`src/include/acr_params.svh`:
```
// Operation
// - Channel bits 7..2; top codes pick fixed refs, DAC, sensor, ground
// - Codes 010000..010111 route port C pins 0..7; lower codes ports A, B
// - Codes 001000..001011 are reserved and connect no input
// - Writing one to go bit 1 starts a conversion; reads one while running
// - Hardware clears go when the conversion finishes
// - Enable bit 0 powers the converter; cleared means off, no conversion
// - Right justified: upper six bits of high result byte are zero
// - Left justified: lower six bits of low result byte are zero
// - Clock select: /2,/8,/32,/4,/16,/64; codes 011 and 111 RC clock
// - Two-bit reference select: 00 supply, 10 pin, 11 fixed, 01 reserved
// - Config bits 3..2 and trigger bits 7..5 ignore writes, read zero
// - Five-bit trigger source select; sources act on rising edge only
// - Left justified: high byte result 9..2, low byte 7..6 result 1..0
// - Right justified: high byte bits 1..0 hold result bits 9..8
// - Control registers reset to zero; result registers are not reset
// - Port A pins 4, 5 lose analog function with external clock
// - Right justified: low byte holds result bits 7..0
// - Selected trigger rising edge sets go; trigger code zero disables
`ifndef ACR_PARAMS_SVH
`define ACR_PARAMS_SVH

// ****************************************
// Register byte offsets
// ****************************************
`define ACR_OFF_CTRL 12'h000
`define ACR_OFF_CFG 12'h004
`define ACR_OFF_TRIG 12'h008
`define ACR_OFF_RESH 12'h00C
`define ACR_OFF_RESL 12'h010
`define ACR_OFF_ISTAT 12'h014
`define ACR_OFF_IMASK 12'h018

// ****************************************
// Field positions and reset values
// ****************************************
`define ACR_CTL_EN 0
`define ACR_CTL_GO 1
`define ACR_CTL_CHAN_LSB 2
`define ACR_CFG_JUST 7
`define ACR_CFG_CS_LSB 4
`define ACR_CFG_REF_LSB 0
`define ACR_IRQ_DONE 0
`define ACR_IRQ_TRIG 1
`define ACR_CTRL_RST 8'h00
`define ACR_CFG_RST 8'h00
`define ACR_TRIG_RST 5'h00
`define ACR_IRQ_RST 2'h0

// ****************************************
// Channel, clock and trigger codes
// ****************************************
`define ACR_CHAN_GND 6'h3B
`define ACR_CHAN_TEMP 6'h3C
`define ACR_CHAN_DAC 6'h3D
`define ACR_CHAN_FIX1 6'h3E
`define ACR_CHAN_FIX2 6'h3F
`define ACR_CHAN_RSV_LO 6'h08
`define ACR_CHAN_RSV_HI 6'h0B
`define ACR_CHAN_PORT_PINS 24
`define ACR_CS_DIV2 3'h0
`define ACR_CS_DIV8 3'h1
`define ACR_CS_DIV32 3'h2
`define ACR_CS_RC_A 3'h3
`define ACR_CS_DIV4 3'h4
`define ACR_CS_DIV16 3'h5
`define ACR_CS_DIV64 3'h6
`define ACR_CS_RC_B 3'h7
`define ACR_DIV2_LAST 6'h01
`define ACR_DIV4_LAST 6'h03
`define ACR_DIV8_LAST 6'h07
`define ACR_DIV16_LAST 6'h0F
`define ACR_DIV32_LAST 6'h1F
`define ACR_DIV64_LAST 6'h3F
`define ACR_TRIG_OFF 5'h00
`define ACR_CONV_LAST 4'hA

`endif

```
`src/rtl/_unused_guard.sv`:
```
`timescale 1ns/1ps
`default_nettype none
`default_nettype wire

```
`src/include/acr_pkg.sv`:
```
package acr_pkg;

   typedef enum logic [1:0] {
      ACR_IDLE = 2'b01,
      ACR_CONV = 2'b10
   } acr_phase_t;

   typedef struct packed {
      logic [5:0] cnt;
   } acr_div_state_t;

   typedef struct packed {
      acr_phase_t phase;
      logic [3:0] tick_cnt;
      logic [5:0] chan;
      logic en;
      logic just;
      logic [2:0] clk_sel;
      logic [1:0] ref_sel;
      logic [4:0] trig_sel;
      logic [31:0] trig_prev;
      logic [1:0] irq_stat;
      logic [1:0] irq_mask;
      logic [31:0] prdata;
      logic pslverr;
   } acr_state_t;

   typedef struct packed {
      logic [7:0] hi;
      logic [7:0] lo;
   } acr_result_t;

endpackage

```
`src/rtl/acr_clkdiv.sv`:
```
`timescale 1ns/1ps
`default_nettype none
`include "acr_params.svh"

module acr_clkdiv (
   input wire logic pclk,
   input wire logic presetn,
   input wire logic run,
   input wire logic [2:0] sel,
   input wire logic rc_tick,
   output logic tick
);

   acr_pkg::acr_div_state_t s;
   acr_pkg::acr_div_state_t next_s;
   logic [5:0] last;
   logic use_rc;

   // ****************************************
   // Divider terminal count
   // ****************************************
   always_comb begin
      use_rc = 1'b0;
      case (sel)
         `ACR_CS_DIV2: last = `ACR_DIV2_LAST;
         `ACR_CS_DIV4: last = `ACR_DIV4_LAST;
         `ACR_CS_DIV8: last = `ACR_DIV8_LAST;
         `ACR_CS_DIV16: last = `ACR_DIV16_LAST;
         `ACR_CS_DIV32: last = `ACR_DIV32_LAST;
         `ACR_CS_DIV64: last = `ACR_DIV64_LAST;
         default: begin
            last = `ACR_DIV2_LAST;
            use_rc = 1'b1;
         end
      endcase
   end

   // Counter restarts each conversion so the first period is whole
   always_comb begin
      next_s = s;
      if (!run || s.cnt == last) begin
         next_s.cnt = 6'h00;
      end else begin
         next_s.cnt = s.cnt + 6'h01;
      end
   end

   assign tick = run && (use_rc ? rc_tick : (s.cnt == last));

   always_ff @(posedge pclk or negedge presetn) begin
      if (!presetn) begin
         s <= '0;
      end else begin
         s <= next_s;
      end
   end

endmodule
`default_nettype wire

```
`src/rtl/acr_top.sv`:
```
`timescale 1ns/1ps
`default_nettype none
`include "acr_params.svh"

module acr_top (
   input wire logic pclk,
   input wire logic presetn,
   input wire logic psel,
   input wire logic penable,
   input wire logic pwrite,
   input wire logic [11:0] paddr,
   input wire logic [31:0] pwdata,
   output logic [31:0] prdata,
   output logic pready,
   output logic pslverr,
   input wire logic [31:0] trigger_in,
   input wire logic rc_clk_tick,
   input wire logic ext_clock_source,
   input wire logic [9:0] conv_data,
   output logic converter_enable,
   output logic conv_active,
   output logic conv_clock_tick,
   output logic [2:0] conversion_clock_select,
   output logic [1:0] positive_ref_select,
   output logic [7:0] mux_port_a,
   output logic [7:0] mux_port_b,
   output logic [7:0] mux_port_c,
   output logic [4:0] internal_source_sel,
   output logic irq
);

   acr_pkg::acr_state_t s;
   acr_pkg::acr_state_t next_s;
   acr_pkg::acr_result_t r;
   acr_pkg::acr_result_t next_r;

   logic setup;
   logic wr;
   logic addr_ok;
   logic [31:0] rd_mux;
   logic [31:0] rise;
   logic trig_hit;
   logic ctl_wr;
   logic go_start;
   logic en_next;
   logic finish;
   logic [1:0] irq_set;
   logic [1:0] irq_clr;
   logic [23:0] port_sel;

   // ****************************************
   // Conversion clock
   // ****************************************
   acr_clkdiv u_div (
      .pclk(pclk),
      .presetn(presetn),
      .run(s.phase == acr_pkg::ACR_CONV),
      .sel(s.clk_sel),
      .rc_tick(rc_clk_tick),
      .tick(conv_clock_tick)
   );

   // ****************************************
   // Bus decode and read mux
   // ****************************************
   assign setup = psel && !penable;
   assign wr = psel && penable && pwrite;
   assign ctl_wr = wr && (paddr == `ACR_OFF_CTRL);

   always_comb begin
      addr_ok = 1'b1;
      rd_mux = 32'h0000_0000;
      case (paddr)
         `ACR_OFF_CTRL: begin
            rd_mux[7:2] = s.chan;
            rd_mux[`ACR_CTL_GO] = (s.phase == acr_pkg::ACR_CONV);
            rd_mux[`ACR_CTL_EN] = s.en;
         end
         `ACR_OFF_CFG: begin
            rd_mux[`ACR_CFG_JUST] = s.just;
            rd_mux[6:4] = s.clk_sel;
            rd_mux[1:0] = s.ref_sel;
         end
         `ACR_OFF_TRIG: begin
            rd_mux[4:0] = s.trig_sel;
         end
         `ACR_OFF_RESH: begin
            rd_mux[7:0] = r.hi;
         end
         `ACR_OFF_RESL: begin
            rd_mux[7:0] = r.lo;
         end
         `ACR_OFF_ISTAT: begin
            rd_mux[1:0] = s.irq_stat;
         end
         `ACR_OFF_IMASK: begin
            rd_mux[1:0] = s.irq_mask;
         end
         default: begin
            addr_ok = 1'b0;
         end
      endcase
   end

   // ****************************************
   // Trigger edge detect
   // ****************************************
   // Each source keeps its own history so a select change cannot fake an edge
   assign rise = trigger_in & ~s.trig_prev;
   assign trig_hit = (s.trig_sel != `ACR_TRIG_OFF) &&
                     rise[s.trig_sel];

   // ****************************************
   // Next state
   // ****************************************
   always_comb begin
      next_s = s;
      next_r = r;
      irq_set = 2'b00;
      irq_clr = 2'b00;
      finish = 1'b0;
      next_s.trig_prev = trigger_in;
      en_next = ctl_wr ? pwdata[`ACR_CTL_EN] : s.en;
      go_start = ctl_wr && pwdata[`ACR_CTL_GO];
      if (setup) begin
         next_s.prdata = rd_mux;
         next_s.pslverr = !addr_ok;
      end
      if (ctl_wr) begin
         next_s.chan = pwdata[7:2];
         next_s.en = pwdata[`ACR_CTL_EN];
      end
      if (wr && paddr == `ACR_OFF_CFG) begin
         next_s.just = pwdata[`ACR_CFG_JUST];
         next_s.clk_sel = pwdata[6:4];
         next_s.ref_sel = pwdata[1:0];
      end
      if (wr && paddr == `ACR_OFF_TRIG) begin
         next_s.trig_sel = pwdata[4:0];
      end
      if (wr && paddr == `ACR_OFF_RESH) begin
         next_r.hi = pwdata[7:0];
      end
      if (wr && paddr == `ACR_OFF_RESL) begin
         next_r.lo = pwdata[7:0];
      end
      if (wr && paddr == `ACR_OFF_ISTAT) begin
         irq_clr = pwdata[1:0];
      end
      if (wr && paddr == `ACR_OFF_IMASK) begin
         next_s.irq_mask = pwdata[1:0];
      end
      case (s.phase)
         acr_pkg::ACR_IDLE: begin
            next_s.tick_cnt = 4'h0;
            if (en_next && (go_start || trig_hit)) begin
               next_s.phase = acr_pkg::ACR_CONV;
               irq_set[`ACR_IRQ_TRIG] = trig_hit && !go_start;
            end
         end
         acr_pkg::ACR_CONV: begin
            if (!en_next || (ctl_wr && !pwdata[`ACR_CTL_GO])) begin
               next_s.phase = acr_pkg::ACR_IDLE;
            end else if (conv_clock_tick) begin
               if (s.tick_cnt == `ACR_CONV_LAST) begin
                  finish = 1'b1;
                  next_s.phase = acr_pkg::ACR_IDLE;
                  irq_set[`ACR_IRQ_DONE] = 1'b1;
               end else begin
                  next_s.tick_cnt = s.tick_cnt + 4'h1;
               end
            end
         end
         default: begin
            next_s.phase = acr_pkg::ACR_IDLE;
         end
      endcase
      // Completion outranks a software write to the result bytes
      if (finish) begin
         if (s.just) begin
            next_r.hi = {6'h00, conv_data[9:8]};
            next_r.lo = conv_data[7:0];
         end else begin
            next_r.hi = conv_data[9:2];
            next_r.lo = {conv_data[1:0], 6'h00};
         end
      end
      // Set wins over a clear in the same cycle
      next_s.irq_stat = (s.irq_stat & ~irq_clr) | irq_set;
   end

   // ****************************************
   // State registers
   // ****************************************
   always_ff @(posedge pclk or negedge presetn) begin
      if (!presetn) begin
         s.phase <= acr_pkg::ACR_IDLE;
         s.tick_cnt <= 4'h0;
         s.chan <= 6'(`ACR_CTRL_RST >> `ACR_CTL_CHAN_LSB);
         s.en <= 1'b0;
         s.just <= 1'b0;
         s.clk_sel <= 3'h0;
         s.ref_sel <= 2'h0;
         s.trig_sel <= `ACR_TRIG_RST;
         s.trig_prev <= 32'h0000_0000;
         s.irq_stat <= `ACR_IRQ_RST;
         s.irq_mask <= `ACR_IRQ_RST;
         s.prdata <= 32'h0000_0000;
         s.pslverr <= 1'b0;
      end else begin
         s <= next_s;
      end
   end

   // Results survive resets; contents are unknown only after power-up
   always_ff @(posedge pclk) begin
      r <= next_r;
   end

   // ****************************************
   // Analog mux selects
   // ****************************************
   genvar gi;
   generate
      for (gi = 0; gi < `ACR_CHAN_PORT_PINS; gi++) begin : g_pin
         localparam logic [5:0] CODE = 6'(gi);
         logic blocked;
         assign blocked = ((CODE >= `ACR_CHAN_RSV_LO) &&
                           (CODE <= `ACR_CHAN_RSV_HI)) ||
                          (ext_clock_source &&
                           (gi == 4 || gi == 5));
         assign port_sel[gi] = s.en && !blocked &&
                               (s.chan == CODE);
      end
   endgenerate

   assign mux_port_a = port_sel[7:0];
   assign mux_port_b = port_sel[15:8];
   assign mux_port_c = port_sel[23:16];
   assign internal_source_sel[0] = s.en && s.chan == `ACR_CHAN_GND;
   assign internal_source_sel[1] = s.en && s.chan == `ACR_CHAN_TEMP;
   assign internal_source_sel[2] = s.en && s.chan == `ACR_CHAN_DAC;
   assign internal_source_sel[3] = s.en && s.chan == `ACR_CHAN_FIX1;
   assign internal_source_sel[4] = s.en && s.chan == `ACR_CHAN_FIX2;

   // ****************************************
   // Outputs
   // ****************************************
   assign prdata = s.prdata;
   assign pready = 1'b1;
   assign pslverr = s.pslverr;
   assign converter_enable = s.en;
   assign conv_active = (s.phase == acr_pkg::ACR_CONV);
   assign conversion_clock_select = s.clk_sel;
   assign positive_ref_select = s.ref_sel;
   assign irq = |(s.irq_stat & s.irq_mask);
endmodule
`default_nettype wire

```
`config.mk`:
```
export PLATFORM = sky130hd
export DESIGN_NAME = acr_top
export DESIGN_NICKNAME = d
export VERILOG_FILES = /design/src/rtl/_unused_guard.sv /design/src/include/acr_pkg.sv /design/src/rtl/acr_clkdiv.sv /design/src/rtl/acr_top.sv
export VERILOG_INCLUDE_DIRS = /design/src /design/src/include
export SDC_FILE = /design/constraint.sdc
export NUM_CORES = 1
export LEC_CHECK = 0
export ABC_AREA = 1
export ABC_CLOCK_PERIOD_IN_PS = 2800
export BUFFER_PORTS_ARGS = -buffer_cell sky130_fd_sc_hd__buf_2
export CAP_MARGIN = 0
export CORE_MARGIN = 2
export CORE_UTILIZATION = 51
export CTS_CLUSTER_SIZE = 20
export DETAILED_ROUTE_END_ITERATION = 16
export PLACE_DENSITY_LB_ADDON = 0.15
export SLEW_MARGIN = 5
export SYNTH_ARGS = -nofsm -noshare
export SYNTH_HDL_FRONTEND = slang
export SYNTH_HIERARCHICAL = 1
export SYNTH_SLANG_ARGS = --single-unit
```
`constraint.sdc`:
```
create_clock -name pclk -period 2.8 [get_ports pclk]
set_input_delay 0.28 -clock pclk [delete_from_list [all_inputs] [get_ports pclk]]
set_output_delay 0.28 -clock pclk [all_outputs]
set_load 0.05 [all_outputs]
```
; After elaboration in Yosys (flattened, before gate mapping)
; Cells that the tools add are included.
[word_totals]
input_bits = 93
out_inout_bits = 72
word_cells = 164
register_bits = 91
[op_classes]
addsub = 2
n_reduce_logical = 64
n_bitwise = 6
n_mux = 30
eq_ne = 45
order_cmp = 1
[ops]
columns = op, count
row1 = $eq A6 B5 Y1 const B, 8
row2 = $logic_and A1 B1 Y1, 42
row3 = $eq A12 B5 Y1 const B, 3
row4 = $and A32 B32 Y32, 1
row5 = $mux W16, 2
row6 = $not A32 Y32, 1
row7 = $eq A6 B6 Y1 const B, 5
row8 = $pmux W6 S5, 1
row9 = $eq A12 B4 Y1 const B, 2
row10 = $eq A6 B3 Y1 const B, 4
row11 = $eq A6 B4 Y1 const B, 4
row12 = $mux W8, 2
row13 = $pmux W2 S7, 1
row14 = $eq A12 B3 Y1 const B, 1
row15 = $eq A6 B2 Y1 const B, 2
row16 = $logic_not A12 Y1, 1
row17 = $mux W6, 2
row18 = $pmux W3 S4, 1
row19 = $mux W1, 10
row20 = $eq A3 B3 Y1 const B, 3
row21 = $mux W2, 4
row22 = $mux W4, 2
row23 = $ne A2 B2 Y1 const B, 4
row24 = $pmux W2 S4, 1
row25 = 29 further kinds, 41

; Longest topological paths before layout
[depth]
ltp_word = 10
depth_mapped = 15
depth_no_buf = 14

; Hierarchy
; Netlist, hierarchy kept.
[modules_own_cells]
columns = module, area_each_um2, instances, cells_per_inst, seq_area_each_um2
row1 = acr_top, 4613.2, 1, 563, 2183.3
row2 = acr_clkdiv, 410.4, 1, 60, 150.1

; Worst setup path before layout
; Ideal clock, no wire load.
[synth_timing]
path_kind = flip-flop to flip-flop
startpoint = reg s[91] in the netlist's numbering
endpoint = reg r[0] in the netlist's numbering (enable)
period_less_slack_ps = 3460
setup_time_ps = 374
stages_incl_launch_ff = 7
t_required_ps = 2426
setup_slack_ps = -660
n_path_buf = 1
arrival_ps = 3086
path_cell_list = dfstp_2 > nor2_1 > o21ai_0 > a21oi_1 > nand3_4 > buf_6 > o21ai_1
[synth_via]
elab_chain_len = 6
[synth_rtl]
columns = item, line_no
row1 = start: declaration, acr_top.sv:32  ; acr_pkg::acr_state_t s;
row2 = start signal: assignment, acr_top.sv:211  ; s <= next_s;
row3 = $eq A2 B2 Y1, n/a
row4 = net conv_active, acr_top.sv:21  ; output logic conv_active,
row5 = $logic_and A1 B1 Y1, acr_clkdiv.sv:48  ; assign tick = run && (use_rc ? rc_tick : (s.cnt == last));
row6 = net conv_clock_tick, acr_top.sv:22  ; output logic conv_clock_tick,
row7 = $mux W1, acr_top.sv:164  ; end else if (conv_clock_tick) begin
row8 = $mux W1, acr_top.sv:162  ; if (!en_next || (ctl_wr && !pwdata[`ACR_CTL_GO])) begin
row9 = $mux W1, acr_top.sv:153  ; case (s.phase)
row10 = $reduce_bool A2 Y1 (no line), n/a
row11 = end signal: assignment, acr_top.sv:217  ; r <= next_r;
row12 = end: declaration, acr_top.sv:34  ; acr_pkg::acr_result_t r;
; The timed path passes the listed nets, and every way through them passes these cells.
; A chain may end at the register's enable or synchronous reset.

; Worst setup path after layout
[layout_timing]
startpoint = reg s, in the netlist conversion_clock_select[1]
endpoint = reg r[11] in the netlist's numbering (enable)
[layout_via]
elab_chain_len = 9
elab_cells_between_ends = 15
cone_classes = eq/ne: 6 / mux: 5 / reduce/logical: 4
[layout_rtl]
columns = item, line_no
row1 = "$eq A3 B3 Y1, or another cell as far along", acr_clkdiv.sv:24  ; case (sel)
row2 = $pmux W6 S5, acr_clkdiv.sv:24
row3 = $eq A6 B6 Y1, acr_clkdiv.sv:48
row4 = $mux W1 *, acr_clkdiv.sv:48
row5 = $logic_and A1 B1 Y1 *, acr_clkdiv.sv:48
row6 = $mux W1 *, acr_top.sv:164
row7 = $mux W1 *, acr_top.sv:162
row8 = $mux W1 *, acr_top.sv:153
row9 = $reduce_bool A2 Y1 (no line) *, n/a
; Every way passes the cells marked *; elsewhere a longest branch is shown, timed or not.

==> results.yml <==
route:
  dr.pass1.iters: 5
  wl_mm: 11.8
  routedWlPerCell_um: 13.6
  ant_nets: 0
  vias: 4283
  first_iter_violations: 238
  vias_per_cell: 4.96
  drc: 0
cells_and_area:
  final_nets: 822
  drive_gt1_share_pct: 23.7
  num-fill-cells: 893
  syn_to_final_growth_pct: 15.0
  layout_commonest_cell: "nand2_1"
  final_cell_mix: "158 x nand2_1, 110 x buf_2, 75 x inv_1, 73 x dfrtp_1, 62 x nor2_1"
  diodes: 0
synth:
  synthSimpleGateAreaFrac_pct: 27.2
  yosysWarnings: 6
  synth_compound_area_share_pct: 9.74
  syn_area_per_cell_um2: 8.06
  synthCells: 623
  synth_xor_area_share_pct: 1.05
  synth_top_family_by_area: "simple AND/OR/NAND/NOR gates"
  yosysSeqAreaShare_pct: 46.5
  syn_area_um2: 5020
  synth_cell_types: 44
  ys_ff_latch: 90
  synth-edff-count: 16
  async_flop_share_pct: 82.2
  synth_adder_area_share_pct: 0.747
  yosys-mux-area-fraction_pct: 1.22
  synth_top_flop_cell: "dfrtp_1"
critical_path:
  start_kind: "flop"
  r2r_start: "conversion_clock_select[1]$_DFFE_PN0P_"
  crit_top_cell: "nand2_1"
  crit_fanout: 25
  critPathBufInv: 1
  cp_data_required_time_ps: 2880
  critPathTopFamily: "simple AND/OR/NAND/NOR gates"
  regToRegSetupSlack_ps: 370
  critPathKind: "flop to flop"
  end_kind: "flop"
  r2r_cells: 11
  cp_cell_sequence: "nand2_4 > nand2_1 > nand2_1 > nor2_1 > nand2_1 > nor2_1 > nand2_1 > a21oi_2 > nand3_4 > o21ai_1 > buf_4"
  r2r_end: "r[11]$_DFFE_PP_"
  arrival_ps: 2510
  max_stage_delay_ps: 580
  slowest_stage: "dfrtp_1"
hold_path:
  min_path_cells: 1
  hold_end: "s[49]$_DFF_PN0_"
  hold_path.class: "primary input to flop"
  hp-start: "trigger_in[12]"
timing:
  setup_viol: 0
  holdWs_ps: 22.1
  tightest_slew_ps: 532
  final_hold_viol_count: 0
  fin_worst_skew_ps: 10.4
  timing.slew.headroom_pct: 64.4
  fin_crit_sh_pct: 86.9
  finalMaxSlewViolations: 0
  period_needed_ps: 2430
  clock.fmax_ghz: 0.411
  tns_ps: 0
  rsz0062_at_grt: "false"
  setup_ws_ps: 366
place:
  pre_cts_ws_ps: 373
  dp_hpwl_mm: 9.05
  portBuffers: 110
  gp_congestion: 0.927
global_route:
  grt.total_usage_pct: 22.9
  grt_max_degree: 75
  grt_pass1_wl_mm: 18.8
  antenna_found_initial: 0
  grt_pass1_vias: 3904
  grt_remaining_overflow: 0
power:
  intPower_mw: 2.01
  ir_drop_uv: 285
  pwr-share-comb_pct: 13.0
  total_power_mw: 2.76
  clock_power_share_pct: 36.6
  power_density_nw_per_um2: 477
  seqPwrFrac_pct: 50.4
  switching_share_pct: 27.1
  leakage_nw: 2.94
  power.switching_uw: 746
cts:
  clockBufferDepth: 2
  postCtsResizedCells: 0
  cts_max_level: 3
  cts_tree: "done"
  cts_root_buf: "clkbuf_8"
  clk_pin_slew_ps: 90
  clk_latency_ps: 370
  ctsHoldBuffers: 1
  cts_sinks: 90
  cts_setup_buffers: 0
  cts_made_buffers: 9
die:
  core_area_um2: 9680
  start_util_pct: 51.9
  fp.dieArea_um2: 10700
  ios: 165
  fp.dieH_um: 103
  rows: 36
  die_w_um: 103
run:
  drv_cap: 0
status:
  status: "finished clean"
metal layers:
layer	global-route usage (%)	part of all wire, %	up-vias
li1	-	-	2128
met1	33.1	47	1974
met2	34.6	45	163
met3	5.31	6.5	18
met4	7.09	1.6	0
met5	0	0	-
power groups by stage:
| stage | logic, mW | registers (mW) | clock network [mW] |
|---|---|---|---|
| floorplan | 0.260 | 1.42 | 0 |
| global placement | 0.350 | 1.41 | 0 |
| detailed placement | 0.359 | 1.42 | 0 |
| CTS | 0.361 | 1.39 | 1.03 |
| global route | 0.404 | 1.39 | 1.08 |
| finish | 0.358 | 1.39 | 1.01 |
worst reg2reg max path: stages, from the launching register on:
cell	delay, ps
dfrtp_1	580
nand2_4	120
nand2_1	70
nand2_1	50
nor2_1	80
nand2_1	50
nor2_1	90
nand2_1	100
a21oi_2	270
nand3_4	350
o21ai_1	200
buf_4	200
registers in the layout, summed over array words and instances (netlist names):
register	count
converter_enable	1
conversion_clock_select	3
prdata	8
pslverr	1
s	53
u_div/s	6
r	16
positive_ref_select	2
final cells by class:
cell class	instances	area (um^2)	area share (%)
Clock inverter	2	38.8	0.671
Inverter	81	304	5.26
Tap cell	133	166	2.88
Timing Repair Buffer	117	618	10.7
Sequential cell	90	2330	40.4
Multi-Input combinational cell	427	2120	36.7
Clock buffer	14	195	3.38
stage by stage:
stage                     std cells  util, %  area (um^2)
after floorplan                 650        -         5130
after global placement          847     57.1         5530
after detailed placement        847     57.1         5530
after CTS                       864     59.7         5780
after global routing            864     59.7         5780
final                           864     59.7         5780
cells by family after synthesis:
kind of cell    after synthesis
simple gates                303
buf+inv                     133
flops                        90
compound gates               80
xor+xnor                      6
mux                           6
fa+ha+maj                     3
other cells                   2
cell usage after synthesis, types with 4 or more instances:
| cell type | n | area, um^2 |
|---|---|---|
| o21ai_0 | 42 | 210 |
| nor2_1 | 63 | 236 |
| xor2_1 | 4 | 35.0 |
| edfxtp_1 | 16 | 480 |
| nand3_1 | 49 | 245 |
| a21oi_1 | 6 | 30.0 |
| dfrtp_1 | 73 | 1830 |
| buf_2 | 4 | 20.0 |
| buf_4 | 42 | 315 |
| o21ai_2 | 16 | 140 |
| mux2i_1 | 5 | 50.1 |
| nor3_1 | 4 | 20.0 |
| nand2_2 | 4 | 25.0 |
| inv_2 | 5 | 18.8 |
| inv_1 | 75 | 282 |
| nand4_1 | 9 | 56.3 |
| o21ai_1 | 7 | 35.0 |
| nand2_1 | 158 | 593 |
worst max-delay path by stage:
stage,from,end,cells after the start,slack [ps]
finish,conversion_clock_select[1]$_DFFE_PN0P_,r[11]$_DFFE_PP_,11,370
floorplan,s[91]$_DFFE_PN1P_,r[0]$_DFFE_PP_,6,40
global route,conversion_clock_select[1]$_DFFE_PN0P_,r[11]$_DFFE_PP_,11,120
global placement,conversion_clock_select[1]$_DFFE_PN0P_,r[7]$_DFFE_PP_,11,420
detailed placement,conversion_clock_select[1]$_DFFE_PN0P_,r[10]$_DFFE_PP_,11,370
CTS,conversion_clock_select[1]$_DFFE_PN0P_,r[11]$_DFFE_PP_,11,350
Note: power is estimated with default switching activity, not from simulation.
